===== src/hdl/ramp_pkg.sv =====
// Purpose: Shared types and constants for the automatic frequency ramp generator.
// Assumes: One 20 MHz clock standing in for the phase detector clock.
// Notes:   Field encodings follow the ramp programming fields.
package ramp_pkg;

  // Field widths
  localparam int NUM_W   = 34;   // Numerator accumulator, signed, covers +/-2^33
  localparam int INC_W   = 30;   // Segment increment, two's complement
  localparam int LEN_W   = 16;   // Segment length count
  localparam int RPT_W   = 13;   // Repeat count

  // Advance and repeat-event codes
  localparam logic [1:0] ADV_TIMEOUT = 2'h0;
  localparam logic [1:0] ADV_TRIG_A  = 2'h1;
  localparam logic [1:0] ADV_TRIG_B  = 2'h2;

  // Trigger source codes
  localparam logic [3:0] TRG_OFF      = 4'h0;
  localparam logic [3:0] TRG_CLK_RISE = 4'h1;
  localparam logic [3:0] TRG_DIR_RISE = 4'h2;
  localparam logic [3:0] TRG_ALWAYS   = 4'h4;
  localparam logic [3:0] TRG_CLK_FALL = 4'h9;
  localparam logic [3:0] TRG_DIR_FALL = 4'hA;

  // Reset values and unit increments
  localparam logic [NUM_W-1:0] NUM_RESET = 34'h0;
  localparam logic [LEN_W-1:0] LEN_ZERO  = 16'h0;
  localparam logic [RPT_W-1:0] RPT_ZERO  = 13'h0;
  localparam logic [LEN_W-1:0] LEN_ONE   = 16'h1;
  localparam logic [RPT_W-1:0] RPT_ONE   = 13'h1;

  // Settings of one segment
  typedef struct packed {
    logic [LEN_W-1:0] length;      // Ramp clocks in the segment
    logic [INC_W-1:0] increment;   // Signed step per ramp clock
    logic             successor;   // Next segment index
    logic [1:0]       advance;     // Advance condition code
    logic             restore;     // Reload numerator at segment end
  } segment_cfg_t;

  // Global ramp settings
  typedef struct packed {
    logic             ramp_enable;     // Master enable
    logic             pin_mode;        // 1 selects pin stepping, not automatic
    logic             clock_halve;     // Ramp clock is half detector rate
    logic             cal_per_segment; // Recalibrate at each segment change
    logic [3:0]       trig_a_src;      // Trigger A source code
    logic [3:0]       trig_b_src;      // Trigger B source code
    logic [RPT_W-1:0] repeat_count;    // Pattern repeats, 0 means endless
    logic [1:0]       repeat_event;    // Repeat counter event code
    logic [NUM_W-1:0] cal_threshold;   // Numerator move forcing recalibration
    logic [NUM_W-1:0] limit_low;       // Signed low clamp
    logic [NUM_W-1:0] limit_high;      // Signed high clamp
  } ramp_cfg_t;

  // Generator states
  typedef enum logic [1:0] {ST_IDLE, ST_RUN, ST_CAL} ramp_state_t;

endpackage : ramp_pkg


===== src/hdl/ramp_generator.sv =====
// Purpose: Automatic two-segment frequency ramp generator stepping the fraction numerator.
// Assumes: The ref_clk stands for the phase detector clock; calibration is done outside.
// Notes:   Step pins are asynchronous and pass a three-stage synchroniser.
//          Repeat events are counted in the run state only, separately from segment changes.

module ramp_generator
(
  // Clock and reset
  input  wire logic                     ref_clk,
  input  wire logic                     reset,
  // Configuration
  input  wire ramp_pkg::ramp_cfg_t      cfg,
  input  wire ramp_pkg::segment_cfg_t   seg0,
  input  wire ramp_pkg::segment_cfg_t   seg1,
  input  wire logic [ramp_pkg::NUM_W-1:0] start_numerator,
  input  wire logic                     cal_start,
  // External step pins
  input  wire logic                     step_clock_pin,
  input  wire logic                     step_direction_pin,
  // Calibration handshake
  input  wire logic                     cal_done,
  output logic                          cal_request,
  // Status and numerator
  output logic [ramp_pkg::NUM_W-1:0]    numerator,
  output logic                          ramp_active,
  output logic                          current_segment
);
  import ramp_pkg::*;

  // Trigger decode, shared by both trigger selectors
  // Edge inputs last a single clock, so an edge trigger fires exactly once; TRG_ALWAYS fires every clock
  function automatic logic trig_fire(input logic [3:0] src, input logic cr, input logic cf,
                                     input logic dr, input logic df);
    case (src)
      TRG_CLK_RISE: trig_fire = cr;
      TRG_DIR_RISE: trig_fire = dr;
      TRG_ALWAYS:   trig_fire = 1'b1;
      TRG_CLK_FALL: trig_fire = cf;
      TRG_DIR_FALL: trig_fire = df;
      default:      trig_fire = 1'b0; // Disabled and invalid codes never fire
    endcase
  endfunction : trig_fire

  // Event select, shared by advance and repeat decoding
  // Reserved codes mean never, so a bad setting stalls rather than races
  function automatic logic event_sel(input logic [1:0] code, input logic tmo,
                                     input logic ta, input logic tb);
    case (code)
      ADV_TIMEOUT: event_sel = tmo;
      ADV_TRIG_A:  event_sel = ta;
      ADV_TRIG_B:  event_sel = tb;
      default:     event_sel = 1'b0; // Reserved code never fires
    endcase
  endfunction : event_sel

  // Signed clamp of the numerator
  // Both limits are compared as signed values, so negative bounds work
  function automatic logic [NUM_W-1:0] clamp(input logic signed [NUM_W-1:0] v,
                                             input logic signed [NUM_W-1:0] lo,
                                             input logic signed [NUM_W-1:0] hi);
    // Values inside the window pass unchanged
    if (v < lo)
      clamp = lo;
    else if (v > hi)
      clamp = hi;
    else
      clamp = v;
  endfunction : clamp

  // Pin synchronisers, three stages each
  // Three stages keep metastable values away from the edge logic
  logic [2:0] clk_sync_q, clk_sync_d; // Step clock pin stages
  logic [2:0] dir_sync_q, dir_sync_d; // Step direction pin stages
  logic       clk_lvl_q,  clk_lvl_d;  // Accepted step clock level
  logic       dir_lvl_q,  dir_lvl_d;  // Accepted direction level
  logic       clk_rise, clk_fall, dir_rise, dir_fall;

  // Ramp state
  // Counter width matches the longest programmable segment
  ramp_state_t        state_q,   state_d;   // Sequencer state
  logic               seg_q,     seg_d;     // Active segment
  logic [LEN_W-1:0]   count_q,   count_d;   // Ramp clocks spent in segment
  logic [RPT_W-1:0]   rpt_q,     rpt_d;     // Repeat events seen
  logic [NUM_W-1:0]   num_q,     num_d;     // Running numerator
  logic [NUM_W-1:0]   origin_q,  origin_d;  // Numerator when ramping began
  logic [NUM_W-1:0]   cal_ref_q, cal_ref_d; // Numerator at last calibration
  logic               phase_q,   phase_d;   // Halving toggle
  logic               creq_q,    creq_d;    // Calibration request level

  // Working signals
  // step_sum is the raw next value before the limits are applied
  segment_cfg_t       seg;
  logic               auto_mode, tick, trig_a, trig_b, timeout, advance, rpt_event;
  logic signed [NUM_W-1:0] step_sum, moved;
  logic [NUM_W-1:0]   abs_moved;

  // Synchroniser next values; edges read stages two and three only
  // Stage one only feeds stage two; nothing else may look at it
  always_comb
  begin
    clk_sync_d = {clk_sync_q[1:0], step_clock_pin};
    dir_sync_d = {dir_sync_q[1:0], step_direction_pin};
    // A change counts once the later two stages agree
    clk_lvl_d  = (clk_sync_q[1] == clk_sync_q[2]) ? clk_sync_q[2] : clk_lvl_q;
    dir_lvl_d  = (dir_sync_q[1] == dir_sync_q[2]) ? dir_sync_q[2] : dir_lvl_q;
    // Edges compare the accepted level with its next value
    clk_rise   = clk_lvl_d & ~clk_lvl_q;
    clk_fall   = ~clk_lvl_d & clk_lvl_q;
    dir_rise   = dir_lvl_d & ~dir_lvl_q;
    dir_fall   = ~dir_lvl_d & dir_lvl_q;
  end

  // Synchroniser registers
  // Reset parks every stage low, matching the idle level of the pins
  always_ff @(posedge ref_clk)
  begin
    if (reset)
    begin
      clk_sync_q <= 3'h0;
      dir_sync_q <= 3'h0;
      clk_lvl_q  <= 1'b0;
      dir_lvl_q  <= 1'b0;
    end
    else
    begin
      clk_sync_q <= clk_sync_d;
      dir_sync_q <= dir_sync_d;
      clk_lvl_q  <= clk_lvl_d;
      dir_lvl_q  <= dir_lvl_d;
    end
  end

  // Ramp sequencer next values
  // Triggers are decoded on every clock; ticks gate only steps and timeouts
  always_comb
  begin
    auto_mode = cfg.ramp_enable & ~cfg.pin_mode;
    seg       = seg_q ? seg1 : seg0;
    // Trigger edges act between halved ticks too, as triggers are not gated by tick
    trig_a    = trig_fire(cfg.trig_a_src, clk_rise, clk_fall, dir_rise, dir_fall);
    trig_b    = trig_fire(cfg.trig_b_src, clk_rise, clk_fall, dir_rise, dir_fall);
    tick      = ~cfg.clock_halve | phase_q;
    timeout   = tick & (count_q >= seg.length);
    advance   = event_sel(seg.advance, timeout, trig_a, trig_b);
    rpt_event = event_sel(cfg.repeat_event, advance, trig_a, trig_b);
    // Sign-extend the 30-bit increment before adding
    step_sum  = $signed(num_q) + $signed({{(NUM_W-INC_W){seg.increment[INC_W-1]}}, seg.increment});
    moved     = $signed(num_q) - $signed(cal_ref_q);
    abs_moved = moved[NUM_W-1] ? NUM_W'(-moved) : NUM_W'(moved);

    // Hold all but the halving toggle and calibration request unless a branch below says otherwise
    state_d   = state_q;
    seg_d     = seg_q;
    count_d   = count_q;
    rpt_d     = rpt_q;
    num_d     = num_q;
    origin_d  = origin_q;
    cal_ref_d = cal_ref_q;
    phase_d   = cfg.clock_halve ? ~phase_q : 1'b0;
    creq_d    = 1'b0;

    case (state_q)
      ST_IDLE:
      begin
        // Waiting for a start write; triggers and ticks are ignored here
        if (cal_start && auto_mode)
        begin
          // Start value is both restore point and calibration reference
          state_d   = ST_RUN;
          seg_d     = 1'b0;
          count_d   = LEN_ZERO;
          rpt_d     = RPT_ZERO;
          num_d     = start_numerator;
          origin_d  = start_numerator;
          cal_ref_d = start_numerator;
          phase_d   = 1'b0;
        end
      end
      ST_RUN:
      begin
        // Dropping the enable stops the ramp at once, numerator left as is
        if (!auto_mode)
          state_d = ST_IDLE;
        else
        begin
          if (advance)
          begin
            // A segment change takes the whole cycle; no increment is added
            seg_d   = seg.successor;
            count_d = LEN_ZERO;
            if (seg.restore)
              num_d = origin_q;
            if (cfg.cal_per_segment)
            begin
              state_d   = ST_CAL;
              cal_ref_d = num_d;
            end
          end
          else if (tick)
          begin
            // Ordinary step: add, clamp, count
            count_d = count_q + LEN_ONE;
            num_d   = clamp(step_sum, cfg.limit_low, cfg.limit_high);
            // Movement is measured before this step, so calibration may start one step late
            if (abs_moved >= cfg.cal_threshold)
            begin
              state_d   = ST_CAL;
              cal_ref_d = num_d;     // Reference is the value the calibration locks to
            end
          end
          // Repeat events count on their own, whatever the segment does
          if (rpt_event)
          begin
            rpt_d = rpt_q + RPT_ONE;
            // Zero repeat count runs without end; reaching the count overrides any calibration
            if (cfg.repeat_count != RPT_ZERO && rpt_d >= cfg.repeat_count)
              state_d = ST_IDLE;
          end
        end
      end
      ST_CAL:
      begin
        // Numerator and counter frozen until calibration ends
        creq_d = 1'b1;
        if (!auto_mode)
        begin
          // Leaving early withdraws the request at the same edge
          state_d = ST_IDLE;
          creq_d  = 1'b0;
        end
        // cal_done only counts once our own request is visible outside
        else if (cal_done && creq_q)
        begin
          state_d = ST_RUN;
          creq_d  = 1'b0;
        end
      end
      default:
        // Unused state code falls back to idle
        state_d = ST_IDLE;
    endcase
  end

  // Ramp sequencer registers
  // All state clears on reset; the numerator restarts from zero
  always_ff @(posedge ref_clk)
  begin
    if (reset)
    begin
      state_q   <= ST_IDLE;
      seg_q     <= 1'b0;
      count_q   <= LEN_ZERO;
      rpt_q     <= RPT_ZERO;
      num_q     <= NUM_RESET;
      origin_q  <= NUM_RESET;
      cal_ref_q <= NUM_RESET;
      phase_q   <= 1'b0;
      creq_q    <= 1'b0;
    end
    else
    begin
      state_q   <= state_d;
      seg_q     <= seg_d;
      count_q   <= count_d;
      rpt_q     <= rpt_d;
      num_q     <= num_d;
      origin_q  <= origin_d;
      cal_ref_q <= cal_ref_d;
      phase_q   <= phase_d;
      creq_q    <= creq_d;
    end
  end

  // Outputs straight from flip-flops
  // ramp_active decodes the state register and so adds no extra delay
  assign numerator       = num_q;
  assign ramp_active     = (state_q != ST_IDLE);
  assign current_segment = seg_q;
  assign cal_request     = creq_q;

endmodule : ramp_generator


===== config.mk =====
export PLATFORM = sky130hd
export DESIGN_NAME = ramp_generator
export DESIGN_NICKNAME = d
export VERILOG_FILES = /design/src/hdl/ramp_pkg.sv /design/src/hdl/ramp_generator.sv
export SDC_FILE = /design/constraint.sdc
export NUM_CORES = 1
export LEC_CHECK = 0
export BUFFER_PORTS_ARGS = -buffer_cell sky130_fd_sc_hd__buf_4
export CORE_MARGIN = 1
export CORE_UTILIZATION = 55
export CTS_BUF_LIST = sky130_fd_sc_hd__clkbuf_2 sky130_fd_sc_hd__clkbuf_4 sky130_fd_sc_hd__clkbuf_8
export DETAILED_ROUTE_END_ITERATION = 10
export PLACE_DENSITY = 0.79
export SLEW_MARGIN = 20
export SYNTH_ARGS = -nofsm -noshare
export SYNTH_HDL_FRONTEND = slang
export SYNTH_SLANG_ARGS = --single-unit

===== constraint.sdc =====
create_clock -name ref_clk -period 13.25 [get_ports ref_clk]
set_clock_uncertainty 0.15 [all_clocks]
set_input_delay 0.6625 -clock ref_clk [delete_from_list [all_inputs] [get_ports ref_clk]]
set_output_delay 0.6625 -clock ref_clk [all_outputs]
set_load 0.05 [all_outputs]

==> impl_summary.log, run 1 <==
INFO  metric crit_family = compound AO/OA/AOI/OAI gates
INFO  metric dieArea = 29700 um2
INFO  metric postSynthAreaPerCell = 7.50 um2
INFO  metric hp-start = step_direction_pin
INFO  metric most_common_flop_cell_mapped_by_yosys = dfxtp_1
INFO  metric hold_viol_final = 0
INFO  metric core_box_area = 28600 um2
INFO  metric critPathMaxFanout = 15
INFO  metric synth_enable_flop_cells = 0
INFO  metric synth-seq-cells = 144
INFO  metric run_status = finished clean
INFO  metric cts_tree = built
INFO  metric grt_max_degree = 77
INFO  metric fillers = 2534
INFO  metric crit_path_top_delay_cell = a2111oi_0
INFO  metric grt_pass1_wl = 85.0 mm
INFO  metric endpoint_worst_hold = dir_sync_q[0]
INFO  metric total_leakage_power = 0.00869 uW
INFO  metric clock_power_share = 0.170
INFO  metric detailroute.via_count = 17400
INFO  metric share_seq_of_total_power = 0.230
INFO  metric grt_overflow_total = 0
INFO  metric ir_drop = 63.9 uV
INFO  metric sw_frac_of_total = 0.458
INFO  metric p_per_area = 110 nW/um2
INFO  metric setup_violations = 0
INFO  metric floorplan.io_pins = 306
INFO  metric synth-seq-area-share = 0.181
INFO  metric die_width = 172 um
INFO  metric gate_count_post_synth = 2129
INFO  metric die_h = 172 um
INFO  metric yosysUniqueCellTypes = 96
INFO  metric final_area = 18900 um2
INFO  metric timing.slew.headroom = 0.296
INFO  metric postCtsSetupRepairBufs = 0
INFO  metric viasPerCell = 6.28
INFO  metric final_layout_size_suffix_gt1_frac = 0.193
INFO  metric cts_made_buffers = 17
INFO  metric grt_pass1_vias = 16000
INFO  metric fin_tns_setup = 0 ns
INFO  metric cts_hold_buf = 0
INFO  metric min-delay-path-class = in2reg
INFO  metric clk_transition_reported_paths = 0.09 ns
INFO  metric postRouteWirelength = 56.1 mm
INFO  metric comb_power_share = 0.600
INFO  metric timing.fmax = 0.129 GHz
INFO  metric clock_latency = 0.48 ns
INFO  metric groute.usage.overall = 0.370
INFO  metric antenna_cells_inserted = 0
INFO  metric worstMarginPinSlew = 1.05 ns
INFO  metric async_flop_share = 0
INFO  metric detailedPlacementHpwl = 44.5 mm
INFO  metric p_int = 1130 uW
INFO  metric placement_rows = 62
INFO  metric synth_warnings = 0
INFO  metric syn_to_final_growth = 18.2%
INFO  metric postLayoutCoreUtil = 0.659
INFO  metric ctsResizeCount = 0
INFO  metric antenna_found_initial = 1
INFO  metric r2r-end = cal_ref_q[14]
INFO  metric detail_route.iter0.violations = 1752
INFO  metric max_cap_violations = 0
INFO  metric setup.reg_to_reg.worst_slack = 5.51 ns
INFO  metric cts-htree-levels = 4
INFO  metric final_nets = 2842
INFO  metric crit-reg2reg-launch = current_segment
INFO  metric cts_num_sinks = 144
INFO  metric mappedNetlistArea = 16000 um2
INFO  metric clockBufferDepth = 2
INFO  metric setup_repair_after_global_routing_missed_its_margin = false
INFO  metric kind_of_capture_point_of_the_worst_setup_path = flop
INFO  metric required = 13.41 ns
INFO  metric worst_hold_path.num_cells = 2
INFO  metric period_needed = 7.74 ns
INFO  metric syn-num-nets = 2599
INFO  metric drc = 0
INFO  metric cp_class = reg2reg
INFO  metric clockRootBuffer = clkbuf_8
INFO  metric period_share = 0.584
INFO  metric path_buf_inv = 1
INFO  metric gp_congestion = 1.02
INFO  metric cells_along_the_critical_path = mux2_2, ha_1, fa_1, a21oi_1, o21bai_1, a2111oi_0, o21ai_1, a21oi_1, o311ai_1, xor2_1, ha_1, nand4_1, nor4_1, inv_1, a31oi_1, or3_1, nand2_1, and3_1, a311oi_1, a211oi_1
INFO  metric place_area = 18500 um2
INFO  metric drtPass1Iterations = 6
INFO  metric port_buffers = 305
INFO  metric startpoint_type = flop
INFO  metric critPathMaxStageDelay = 0.87 ns
INFO  metric initial_core_util = 0.558
INFO  metric power.switching = 956 uW
INFO  metric final_antenna_net_count = 0
INFO  metric final-max-slew-violation-count = 0
INFO  metric timing.reg2reg.worst_path_depth = 20
INFO  metric worst_ep_arrival_time = 7.90 ns
INFO  metric drt-wirelength-per-cell = 20.3 um
-- cell usage after synthesis, types with 15 or more instances --
library cell  number  share of area
o21ai_0          125          0.039
nor2b_1           26          0.010
ha_1             199           0.16
dfxtp_1          144           0.18
nand3_1           49          0.015
o211ai_1          18         0.0085
nand4_1           35          0.014
nand2_1          231          0.054
nand2b_1          20         0.0078
mux2_2            39          0.028
and2_1            16         0.0063
mux2i_1           32          0.020
and3_1            17         0.0067
nor2_1           120          0.028
xor2_1            44          0.024
xnor2_1           63          0.035
a31oi_1           57          0.022
nor3_1            43          0.013
buf_2             15         0.0047
o21ai_1           15         0.0047
a211oi_1          22          0.010
inv_1            188          0.044
a21o_1            82          0.039
a21oi_1          177          0.055
o31ai_1           15         0.0071
clkbuf_1          69          0.016
a311oi_1          16         0.0088
-- cells by family (layout without fill, tap and decap cells) --
| group | after synthesis | after routing | synth area share |
|---|---|---|---|
| compound gates | 692 | 692 | 0.293 |
| simple gates | 624 | 624 | 0.189 |
| buf+inv | 289 | 545 | 0.0717 |
| fa+ha+maj | 201 | 201 | 0.158 |
| flops | 144 | 144 | 0.181 |
| xor+xnor | 108 | 108 | 0.0597 |
| mux | 71 | 71 | 0.0476 |
-- cell usage in the layout (no fill, tap or decap), types with 14 or more instances in the layout --
cell      instances
a311oi_1         16
xor2_1           44
nand4_1          35
and3_1           17
dfxtp_1         143
o21ai_0         125
a21oi_1         177
clkbuf_8         18
nor2_1          118
and2_1           16
buf_4           324
a211oi_1         21
mux2_2           39
o31ai_1          14
mux2i_1          31
inv_1           188
o21ai_1          14
nand2_1         231
a31oi_1          57
nor3_1           43
nor2b_1          25
nand2b_1         19
xnor2_1          63
nand3_1          49
o211ai_1         18
ha_1            199
a21o_1           82
-- layer usage --
metal,global-route usage,part of all wire,vias up
li1,-,-,8258
met1,0.468,0.41,8063
met2,0.603,0.46,902
met3,0.0588,0.080,162
met4,0.193,0.052,0
met5,0,0,-
-- power groups by stage --
stage / logic [uW] / clock network (uW) / registers [uW]
5_1_grt: 1370 / 371 / 481
6_report: 1250 / 355 / 480
2_1_floorplan: 884 / 0 / 499
3_3_place_gp: 1190 / 0 / 489
4_1_cts: 1230 / 352 / 479
3_5_place_dp: 1220 / 0 / 489
-- how the worst max path moves through the flow --
stage | slack (ns) | end | depth (start not counted) | from
3_5_place_dp | 5.62 | cal_ref_q[14] | 21 | seg1[4]
2_1_floorplan | 6.57 | cal_ref_q[28] | 25 | current_segment
5_1_grt | 4.96 | cal_ref_q[14] | 20 | current_segment
4_1_cts | 5.63 | cal_ref_q[14] | 20 | current_segment
6_report | 5.51 | cal_ref_q[14] | 20 | current_segment
3_3_place_gp | 5.94 | cal_ref_q[14] | 21 | seg1[4]
-- registers in the layout, summed over array words and instances, names as in the netlist, 2 cells and up --
register and count:
clk_sync_q 3, cal_ref_q 34, numerator 34, origin_q 34, state_q 2, count_q 16, dir_sync_q 3, rpt_q 13
-- per-stage QoR --
step / cells / hold slack, ns / power, uW / setup WS (ns)
6_report: 2769 / 0.250 / 2090 / 5.51
5_1_grt: 2769 / 0.269 / 2220 / 4.96
4_1_cts: 2769 / 0.243 / 2060 / 5.63
3_5_place_dp: 2737 / 0.278 / 1710 / 5.62
3_3_place_gp: 2737 / 0.266 / 1680 / 5.94
2_1_floorplan: 2129 / 0.264 / 1380 / 6.57
-- cell type report --
cell class,count,area (um2),share of cell area
inverters,189,709,0.0376
clock inverters,13,128,0.00676
flip-flops and latches,144,2880,0.153
repair buffers,324,2430,0.129
well taps,384,480,0.0255
multi-input cells,1696,12000,0.635
clock buffers,19,255,0.0135
No activity file was read; power rests on OpenSTA's default activity.
==> run 2, diff against run 1 <==
Clock period 13.25 ns to 7.2 ns, I/O delays scaled along.
==> run 2 against run 1 <==
Clock-buffer cell count grew 4. Die area is the same. Routed wire length shrank 1.9%. Critical endpoint is now numerator[1]. Largest cell class unchanged. Global-route usage shrank 0.78 points.
==> impl_summary.log, run 2 (synthesis results as in run 1) <==
INFO  metric run_status = finished clean (unchanged)
INFO  metric post-layout-total-power = 3820 uW (was 2090 uW)
INFO  metric postRouteWirelength = 55.0 mm (was 56.1 mm)
INFO  metric clockRootBuffer = clkbuf_8 (unchanged)
INFO  metric total_leakage_power = 0.00888 uW (was 0.00869 uW)
INFO  metric grt_max_degree = 64 (was 77)
INFO  metric drtPass1Iterations = 6 (unchanged)
INFO  metric p_per_area = 198 nW/um2 (was 110 nW/um2)
INFO  metric critPathMaxFanout = 27 (was 15)
INFO  metric final_nets = 2884 (was 2842)
INFO  metric viasPerCell = 6.21 (was 6.28)
INFO  metric grt_pass1_wl = 83.8 mm (was 85.0 mm)
INFO  metric cts_tree = built (unchanged)
INFO  metric hold_viol_final = 0 (unchanged)
INFO  metric period_needed = 6.80 ns (was 7.74 ns)
INFO  metric sw_frac_of_total = 0.447 (was 0.458)
INFO  metric setup_repair_after_global_routing_missed_its_margin = false (unchanged)
INFO  metric ir_drop = 131 uV (was 63.9 uV)
INFO  metric clockBufferDepth = 2 (unchanged)
INFO  metric antenna_found_initial = 1 (unchanged)
INFO  metric drc = 0 (unchanged)
INFO  metric gp_congestion = 1.01 (was 1.02)
INFO  metric die_width = 172 um (unchanged)
INFO  metric final_layout_size_suffix_gt1_frac = 0.200 (was 0.193)
INFO  metric syn_to_final_growth = 20.6% (was 18.2%)
INFO  metric cts_made_buffers = 17 (unchanged)
INFO  metric grt_pass1_vias = 16200 (was 16000)
INFO  metric placement_rows = 62 (unchanged)
INFO  metric cp_class = reg2reg (unchanged)
INFO  metric worstMarginPinSlew = 1.09 ns (was 1.05 ns)
INFO  metric setup_violations = 0 (unchanged)
INFO  metric share_seq_of_total_power = 0.228 (was 0.230)
INFO  metric worst_ep_arrival_time = 6.97 ns (was 7.90 ns)
INFO  metric layout_common_cells = buf_4 (347), nand2_1 (231), ha_1 (199) (was buf_4 (324), nand2_1 (231), ha_1 (199))
INFO  metric drt-wirelength-per-cell = 19.6 um (was 20.3 um)
INFO  metric fin_tns_setup = 0 ns (unchanged)
INFO  metric power.switching = 1710 uW (was 956 uW)
INFO  metric kind_of_capture_point_of_the_worst_setup_path = flop (unchanged)
INFO  metric timing.fmax = 0.147 GHz (was 0.129 GHz)
INFO  metric final_antenna_net_count = 0 (unchanged)
INFO  metric initial_core_util = 0.558 (unchanged)
INFO  metric clock_power_share = 0.159 (was 0.170)
INFO  metric final-max-slew-violation-count = 0 (unchanged)
INFO  metric floorplan.io_pins = 306 (unchanged)
INFO  metric max_cap_violations = 0 (unchanged)
INFO  metric detailroute.via_count = 17400 (about the same)
INFO  metric clock_latency = 0.47 ns (was 0.48 ns)
INFO  metric required = 7.36 ns (was 13.41 ns)
INFO  metric p_int = 2110 uW (was 1130 uW)
INFO  metric startpoint_type = flop (unchanged)
INFO  metric antenna_cells_inserted = 0 (unchanged)
INFO  metric groute.usage.overall = 0.362 (was 0.370)
INFO  metric cts-htree-levels = 4 (unchanged)
INFO  metric cts_num_sinks = 144 (unchanged)
INFO  metric core_box_area = 28600 um2 (unchanged)
INFO  metric dieArea = 29700 um2 (unchanged)
INFO  metric detail_route.iter0.violations = 1529 (was 1752)
INFO  metric mostFrequentLayoutCell = buf_4 (unchanged)
INFO  metric timing.slew.headroom = 0.271 (was 0.296)
INFO  metric min-delay-path-class = in2reg (unchanged)
INFO  metric port_buffers = 305 (unchanged)
INFO  metric detailedPlacementHpwl = 44.1 mm (was 44.5 mm)
INFO  metric final_area = 19300 um2 (was 18900 um2)
INFO  metric comb_power_share = 0.613 (was 0.600)
INFO  metric grt_overflow_total = 0 (unchanged)
INFO  metric place_area = 18700 um2 (was 18500 um2)
INFO  metric period_share = 0.945 (was 0.584)
INFO  metric clk_transition_reported_paths = 0.09 ns (about the same)
INFO  metric die_h = 172 um (unchanged)
[run 2: critical path, cell delays in order (launching register included)]
cell	delay, ns
dfxtp_2	0.36
buf_4	0.34
mux2_2	0.38
ha_1	0.31
inv_1	0.07
o21bai_1	0.25
a2111oi_0	0.15
buf_4	0.17
o21a_1	0.25
o21ai_0	0.57
a31oi_1	0.23
xnor2_1	0.42
ha_1	0.35
a22o_1	0.19
nor4_1	0.16
o21ai_0	0.12
nor4b_1	0.17
a311o_1	0.36
o211ai_1	0.34
nand2_1	0.41
o21ai_0	0.52
a21o_1	0.26
a31oi_1	0.11
[run 2: what timing repair did]
action / CTS / global route
buffers inserted: 0 / 2
endpoints found under the hold margin: 17 / 0
endpoints found under the setup margin: 0 / 42
gates resized for setup: 0 / 5
hold buffers: 17 / 0
[run 2: metal layers]
layer  vias to the layer above  share of wire  track usage
met5                         -              0            0
met4                         0          0.043        0.157
met3                       135          0.078       0.0460
met2                       828           0.47        0.617
met1                      8145           0.41        0.455
li1                       8333              -            -
[run 2: final timing paths]
path	startpoint	cells past startpoint	end	slack, ns
max reg2reg	current_segment	22	numerator[1]	0.40
max	current_segment	22	numerator[1]	0.40
min reg2reg	dir_sync_q[0]	1	dir_sync_q[1]	0.30
min	start_numerator[1]	3	origin_q[1]	0.02
[run 2: power by group through the flow]
stage	logic (uW)	clock network, uW	registers [uW]
after floorplan	1630	0	919
after global placement	2220	0	889
after detailed placement	2270	0	889
after CTS	2300	607	871
after global routing	2580	639	875
final	2340	606	872
[run 2: area by class of cell]
type	count	area, um2
Multi-Input combinational cell	1696	12000
Fill cell	2483	9370
Sequential cell	144	2880
Timing Repair Buffer	366	2820
Inverter	189	709
Tap cell	384	480
Clock buffer	23	285
Clock inverter	6	62.6
[run 2: metrics by stage]
stage          utilization  hold slack (ns)  instances  worst slack (ns)
2_1_floorplan            -            0.264       2129             0.525
3_3_place_gp         0.653            0.267       2760             0.507
3_5_place_dp         0.653            0.285       2760             0.420
4_1_cts              0.671          0.00280       2806             0.361
5_1_grt              0.673           0.0110       2808            0.0482
6_report             0.673           0.0195       2808             0.397
